==> config.mk <==
export PLATFORM = sky130hd
export DESIGN_NAME = rate_detect
export DESIGN_NICKNAME = d
export VERILOG_FILES = /design/src/design/rate_detect_pkg.sv /design/src/design/rate_detect.sv
export SDC_FILE = /design/constraint.sdc
export NUM_CORES = 1
export LEC_CHECK = 0
export BUFFER_PORTS_ARGS = -buffer_cell sky130_fd_sc_hd__buf_2
export CAP_MARGIN = 40
export CORE_MARGIN = 10
export CORE_UTILIZATION = 31
export DETAILED_ROUTE_END_ITERATION = 16
export MAX_ROUTING_LAYER = met4
export SYNTH_ARGS = -nofsm -noshare
export SYNTH_HDL_FRONTEND = slang
export SYNTH_SLANG_ARGS = --single-unit
==> constraint.sdc <==
create_clock -name clk -period 2.13 [get_ports clk]
set_clock_uncertainty 0.1 [all_clocks]
set_input_delay 0.1065 -clock clk [delete_from_list [all_inputs] [get_ports clk]]
set_output_delay 0.1065 -clock clk [all_outputs]
set_load 0.1 [all_outputs]
==> src/design/rate_detect_pkg.sv <==
package rate_detect_pkg;
   localparam logic [11:0] ADDR_CONTROL    = 12'h000;
   localparam logic [11:0] ADDR_DIV_LOW    = 12'h004;
   localparam logic [11:0] ADDR_DIV_HIGH   = 12'h008;
   localparam logic [11:0] ADDR_BUFFER     = 12'h00C;
   localparam logic [11:0] ADDR_STATUS     = 12'h010;
   localparam int CTL_AUTO_RATE_ENABLE     = 0;
   localparam int CTL_WAKE_ENABLE          = 1;
   localparam int CTL_WIDE_DIVISOR         = 3;
   localparam int CTL_RECEIVE_IDLE         = 6;
   localparam int CTL_OVERFLOW             = 7;
   localparam int CTL_HIGH_SPEED           = 8;
   localparam int CTL_SYNC_MODE            = 9;
   localparam int STS_RECEIVE_FLAG         = 0;
   localparam int STS_MEASURING            = 1;
   localparam logic [15:0] COUNT_START     = 16'h0001;
   localparam logic [8:0]  DIV_CLK_512     = 9'h1FF;
   localparam logic [8:0]  DIV_CLK_128     = 9'h07F;
   localparam logic [8:0]  DIV_CLK_32      = 9'h01F;
   localparam logic [2:0]  RISES_TO_END    = 3'h5;
   typedef enum logic [1:0] {ST_IDLE, ST_WAIT_START, ST_WAIT_RISE, ST_COUNT} rate_state_t;
endpackage : rate_detect_pkg
==> src/design/rate_detect.sv <==
`timescale 1ns/1ps
`default_nettype none
module rate_detect
   import rate_detect_pkg::*;
(
   input  wire logic        clk,
   input  wire logic        reset,
   input  wire logic        psel,
   input  wire logic        penable,
   input  wire logic        pwrite,
   input  wire logic [11:0] paddr,
   input  wire logic [31:0] pwdata,
   output logic      [31:0] prdata,
   output logic             pready,
   output logic             pslverr,
   input  wire logic        serial_in_line,
   input  wire logic [7:0]  rx_data,
   output logic             receive_flag,
   output logic             receiver_hold
);
   typedef struct packed {
      logic        sync1;
      logic        sync2;
      logic        line_prev;
      rate_state_t state;
      logic        auto_rate_enable;
      logic        wake_on_break_enable;
      logic        wake_low_seen;
      logic        wide_divisor_select;
      logic        high_speed_select;
      logic        sync_mode;
      logic        rate_count_overflow;
      logic        receive_flag;
      logic [15:0] divisor;
      logic [8:0]  prescale;
      logic [2:0]  rises;
      logic [31:0] rdata;
      logic        ready;
      logic        err;
   } state_t;

   state_t cur_ff;
   state_t nxt_cur;

   logic       access;
   logic       wr;
   logic       rd;
   logic       rise;
   logic       fall;
   logic       tick;
   logic [8:0] div_top;
   logic       mapped;

   always_comb begin
      access  = psel && penable && !cur_ff.ready;
      wr      = access && pwrite;
      rd      = access && !pwrite;
      rise    = cur_ff.sync2 && !cur_ff.line_prev;
      fall    = !cur_ff.sync2 && cur_ff.line_prev;
      mapped  = (paddr == ADDR_CONTROL) || (paddr == ADDR_DIV_LOW) || (paddr == ADDR_DIV_HIGH)
                || (paddr == ADDR_BUFFER) || (paddr == ADDR_STATUS);
      // tick once per 512, 128 or 32 base clocks, chosen by the two select bits
      case ({cur_ff.wide_divisor_select, cur_ff.high_speed_select})
         2'b00:   div_top = DIV_CLK_512;
         2'b11:   div_top = DIV_CLK_32;
         default: div_top = DIV_CLK_128;
      endcase
      tick = (cur_ff.prescale == div_top);
   end

   always_comb begin
      nxt_cur           = cur_ff;
      nxt_cur.sync1     = serial_in_line;
      nxt_cur.sync2     = cur_ff.sync1;
      nxt_cur.line_prev = cur_ff.sync2;
      nxt_cur.ready     = access;
      nxt_cur.err       = access && !mapped;

      // register writes first so hardware events below win over them
      if (wr) begin
         case (paddr)
            ADDR_CONTROL: begin
               nxt_cur.auto_rate_enable     = pwdata[CTL_AUTO_RATE_ENABLE];
               nxt_cur.wake_on_break_enable = pwdata[CTL_WAKE_ENABLE] && !cur_ff.sync_mode;
               nxt_cur.wide_divisor_select  = pwdata[CTL_WIDE_DIVISOR];
               nxt_cur.high_speed_select    = pwdata[CTL_HIGH_SPEED];
               nxt_cur.sync_mode            = pwdata[CTL_SYNC_MODE];
               // clear only honoured once enable already clear
               if (!pwdata[CTL_OVERFLOW] && !cur_ff.auto_rate_enable)
                  nxt_cur.rate_count_overflow = 1'b0;
               if (pwdata[CTL_WAKE_ENABLE])
                  nxt_cur.wake_low_seen = 1'b0;
               if (pwdata[CTL_AUTO_RATE_ENABLE] && !cur_ff.auto_rate_enable) begin
                  nxt_cur.state = ST_WAIT_START;
                  nxt_cur.rises = 3'h0;
               end
               if (!pwdata[CTL_AUTO_RATE_ENABLE])
                  nxt_cur.state = ST_IDLE;
            end
            ADDR_DIV_LOW:  nxt_cur.divisor[7:0]  = pwdata[7:0];
            ADDR_DIV_HIGH: nxt_cur.divisor[15:8] = pwdata[7:0];
            default: ;
         endcase
      end
      if (rd && paddr == ADDR_BUFFER)
         nxt_cur.receive_flag = 1'b0;

      // wake watch: falling edge wakes, next rise ends break
      if (cur_ff.wake_on_break_enable) begin
         if (fall && !cur_ff.wake_low_seen) begin
            nxt_cur.receive_flag  = 1'b1;
            nxt_cur.wake_low_seen = 1'b1;
         end
         if (rise && cur_ff.wake_low_seen) begin
            nxt_cur.wake_on_break_enable = 1'b0;
            nxt_cur.wake_low_seen        = 1'b0;
         end
      end

      // measurement waits while wake is armed
      if (cur_ff.auto_rate_enable && !cur_ff.wake_on_break_enable) begin
         case (cur_ff.state)
            ST_WAIT_START: begin
               if (fall)
                  nxt_cur.state = ST_WAIT_RISE;
            end
            ST_WAIT_RISE: begin
               if (rise) begin
                  nxt_cur.state    = ST_COUNT;
                  nxt_cur.divisor  = COUNT_START;
                  nxt_cur.prescale = 9'h000;
                  nxt_cur.rises    = 3'h1;
               end
            end
            ST_COUNT: begin
               nxt_cur.prescale = tick ? 9'h000 : cur_ff.prescale + 9'h001;
               if (tick) begin
                  nxt_cur.divisor = cur_ff.divisor + 16'h0001; // wraps, keeps going
                  if (cur_ff.divisor == 16'hFFFF)
                     nxt_cur.rate_count_overflow = 1'b1;
               end
               if (rise) begin
                  nxt_cur.rises = cur_ff.rises + 3'h1;
                  if (cur_ff.rises + 3'h1 == RISES_TO_END) begin
                     nxt_cur.divisor          = cur_ff.divisor;
                     nxt_cur.auto_rate_enable = 1'b0;
                     nxt_cur.receive_flag     = 1'b1;
                     nxt_cur.state            = ST_IDLE;
                  end
               end
            end
            ST_IDLE: ;
            default: nxt_cur.state = ST_IDLE;
         endcase
      end

      nxt_cur.rdata = 32'h0000_0000;
      if (rd) begin
         case (paddr)
            ADDR_CONTROL: begin
               nxt_cur.rdata[CTL_AUTO_RATE_ENABLE] = cur_ff.auto_rate_enable;
               nxt_cur.rdata[CTL_WAKE_ENABLE]      = cur_ff.wake_on_break_enable;
               nxt_cur.rdata[CTL_WIDE_DIVISOR]     = cur_ff.wide_divisor_select;
               // idle when not holding the receiver, or when the synchronised line is high
               nxt_cur.rdata[CTL_RECEIVE_IDLE]     = !(cur_ff.auto_rate_enable || cur_ff.wake_on_break_enable)
                                                     || cur_ff.sync2;
               nxt_cur.rdata[CTL_OVERFLOW]         = cur_ff.rate_count_overflow;
               nxt_cur.rdata[CTL_HIGH_SPEED]       = cur_ff.high_speed_select;
               nxt_cur.rdata[CTL_SYNC_MODE]        = cur_ff.sync_mode;
            end
            ADDR_DIV_LOW:  nxt_cur.rdata[7:0] = cur_ff.divisor[7:0];
            ADDR_DIV_HIGH: nxt_cur.rdata[7:0] = cur_ff.divisor[15:8];
            ADDR_BUFFER:   nxt_cur.rdata[7:0] = rx_data;
            ADDR_STATUS: begin
               nxt_cur.rdata[STS_RECEIVE_FLAG] = cur_ff.receive_flag;
               nxt_cur.rdata[STS_MEASURING]    = cur_ff.state == ST_COUNT;
            end
            default: ;
         endcase
      end
   end

   always_ff @(posedge clk or posedge reset) begin
      if (reset) begin
         cur_ff           <= '0;
         cur_ff.sync1     <= 1'b1;
         cur_ff.sync2     <= 1'b1;
         cur_ff.line_prev <= 1'b1;
         cur_ff.state     <= ST_IDLE;
      end else begin
         cur_ff <= nxt_cur;
      end
   end

   always_comb begin
      prdata        = cur_ff.rdata;
      pready        = cur_ff.ready;
      pslverr       = cur_ff.err;
      receive_flag  = cur_ff.receive_flag;
      receiver_hold = cur_ff.auto_rate_enable || cur_ff.wake_on_break_enable;
   end
endmodule : rate_detect
`default_nettype wire

==> impl_results.md <==
* XOR/XNOR Fraction of Synth Area at 0.2553%
* Reg-to-reg critical path endpoint: cur_ff[47]
* Number of max-cap violations at 0
* Largest cells by area after synthesis: dfrtp_1 (36%), buf_4 (7.0%), nand2_1 (4.9%)
* Row cnt at 38
* Core Util, Final at 43.11%
* Full die area at 15680 µm²
* Clock root buffer master: clkbuf_8
* CTS tree: done
* Place WS at -0.1005 ns
* Synth Warn # at 0
* Sw frac at 31.35%
* Antenna Nets Post-Route at 0
* Status: complete, but fails checks
* Worst-skew pair later-pin latency at 0.31 ns
* Compound-Gate Fraction of Synth Area at 18.75%
* Setup WS post-layout at -0.1526 ns
* PnR Total Power at 1.981 mW
* Flops & latches, synth at 53
* Hold/Removal Path Class: input pin to register
* Worst vdd rail ir drop at 0.2504 mV
* Synth top area share at 36.47%
* GRT overflow at 0
* Avg Inst Size Synth at 8.981 µm²
* Failing checks: negative setup slack
* Post-route DRC at 0
* Fin crit period at 2.283 ns
* Final period util at 107.2%
* Endpoints failing setup at 11
* Final instance area at 4673 µm²
* Highest clock rate at 438.1 MHz
* Cell area after synthesis at 3431 µm²
* Num CTS Buffers at 5
* ANT cells at 0
* Die height at 125.2 µm
* Critical path's slowest cell: dfrtp_1
* Initial Util at 31.65%
* Kind of critical path: register to register
* Hold EP: pslverr
* Ys async rst share at 100.0%
* Area growth syn-to-layout at 36.21%
* Port Buffers at 49
* Hold Path Depth at 3
* TritonRoute pass-1 iters at 4
* Primary FF master, synth: dfrtp_1
* Worst setup EP type: register
* Flop pwr share at 51.4%
* Mapped Cells at 382
* Most used cell along the critical path: buf_4
* First-pass GRT wire length at 17.22 mm
* Vias in the first global route at 3341
* Clock share of power at 31.0%
* Int Pwr at 1.360 mW
* Placed Instances at 615
* Largest family of logic cells by synthesized area: simple AND/OR/NAND/NOR gates
* Share of cells above drive strength 1 at 37.60%
* Initial drt markers at 269
* Clock transition at the registers of the reported paths at 0.11 ns
* Post-synth EDFFs at 0
* Die W at 125.2 µm
* Core area at 10840 µm²
* WL/cell at 16.78 µm
* Avg Vias per Cell at 5.102
* Adder-cell share of the synthesized area at 1.459%
* GP Congestion at 0.9560
* Via Count at 3306
* Yosys top cell by area: dfrtp_1
* Clk sinks at 53
* Worst rel slew slack at 64.42%
* PD cells at 424.0 nW/µm²
* FF-to-FF Start: cur_ff[45]
* Final non-filler cell total at 648
* Post-synthesis mux area share at 5.106%
* H-tree levels at 2
* Largest net degree at the start of global routing at 24
* HPWL after DPL at 8.515 mm
* Switch Pwr at 0.6212 mW
* Setup TNS Final at -0.8107 ns
* Combinational Power Share at 17.6%
* Post-Synth Simple-Gate Area at 25.60%
* Hold Startpoint: paddr[8]
* Max Slew Vio Count at 0
* GRT Util Overall at 13.52%
* Worst hold slack at 0.009063 ns
* CP peak stage delay at 0.42 ns
* Initial antenna violation count at 0
* RSZ-0062 raised after global routing: true
* Worst Path Arrival at 2.40 ns
* Final net count at 569
* CTS max path bufs at 2
* # IOs at 94
* Sequential area share after synthesis at 38.77%
* Req. time, crit path at 2.25 ns
* R2R Setup Slk at -0.15 ns
* Slew @ Worst Pin at 0.5327 ns
* LEAKAGE at 2.037 nW
* Startpoint Class: register
* Final Hold Viols at 0
* Synth cell types at 70
* Worst Reg-to-Reg Cells at 9
* Cell breakdown of the critical path: o21ai_1, nand4_1, buf_4, buf_6, nor4_4, o31ai_4, buf_4, a22o_1, a21o_1
* WL final at 10.87 mm
* CP max FO at 4
* Area after DPL at 4169 µm²
power by group through the flow:
stage	logic, mW	clock network (mW)	registers [mW]
after global routing	0.369	0.680	1.02
final	0.349	0.614	1.02
after detailed placement	0.323	0	1.04
after floorplan	0.261	0	1.05
after global placement	0.321	0	1.04
after CTS	0.342	0.633	1.02
per-layer routing:
layer | track usage (%) | part of all wire (%) | vias up
met4 | 4.065 | 1.5 | 0
met1 | 16.86 | 45 | 1601
met5 | - | 0 | -
met2 | 21.97 | 48 | 102
met3 | 2.239 | 5.1 | 13
li1 | - | - | 1590
final cells by class:
type                    instances  area (µm²)
inverters                      10       37.54
flip-flops and latches         53        1331
fillers                      1096        6167
multi-input cells             296        2007
clock buffers                   7       86.33
well taps                     140       175.2
clock inverters                 1       7.507
repair buffers                141        1028
sequential cells by signal, indices dropped and copies added (netlist names):
| signal | cells |
|---|---|
| cur_ff | 40 |
| prdata | 10 |
| pready | 1 |
| pslverr | 1 |
| receive_flag | 1 |
cell usage in the layout, fill, tap and decap left out, drive strengths merged, types with 5 or more instances in the layout:
cell           n
a21oi         12
buf          127
clkbuf         7
conb          22
dfrtp         50
dlygate4sd3   14
inv           10
mux4           5
nand2         45
nand2b         9
nand3         24
nand4          6
nor2          25
nor2b          7
nor3          11
o211ai         5
o21ai         33
o31ai          7
or2            5
critical path, delay by kind of cell (launching register included):
family          cells  cell delay [ns]
compound gates      4             0.63
buf+inv             3             0.52
flops               1             0.42
simple gates        2             0.54
how the worst max path moves through the flow:
stage                           from         end  slack, ns  cells past startpoint
after global placement    cur_ff[73]  cur_ff[46]      -0.10                      8
after CTS                 cur_ff[34]  cur_ff[49]      -0.11                      8
after floorplan               pready  cur_ff[48]      -0.06                      7
after detailed placement  cur_ff[34]  cur_ff[52]      -0.10                      6
after global routing      cur_ff[35]  cur_ff[48]      -0.21                      7
final                     cur_ff[45]  cur_ff[47]      -0.15                      9
logic make-up after synthesis:
family | count (synthesis)
multiplexers | 11
flip-flops | 53
adder cells (fa/ha/maj) | 4
buffers and inverters | 54
XOR/XNOR | 1
AO/OA/AOI/OAI | 94
other | 1
AND/OR/NAND/NOR | 164
cell usage after synthesis (all sizes together), types with 3 or more instances:
master	count
nand4	6
a31oi	4
dfstp	3
a21oi	12
nor2	25
nor3b	3
clkbuf	7
ha	4
nand2	45
mux4	5
o22ai	3
nand3	24
buf	37
o21ai	33
or3	4
or4	3
nor3	11
o31ai	7
or2	5
o211ai	5
a221o	3
dfrtp	50
nor4	4
o221ai	3
nand2b	9
and2	4
mux2i	4
nor2b	7
a21o	4
a22oi	4
inv	10
and3	4
repair_timing:
item,CTS,global route
setup endpoints to repair,14,17
hold buffers,13,1
setup buffers,2,11
pin swaps,3,27
gates resized for setup,5,45
endpoints found under the hold margin,29,1
(Power assumes the default switching activity.)
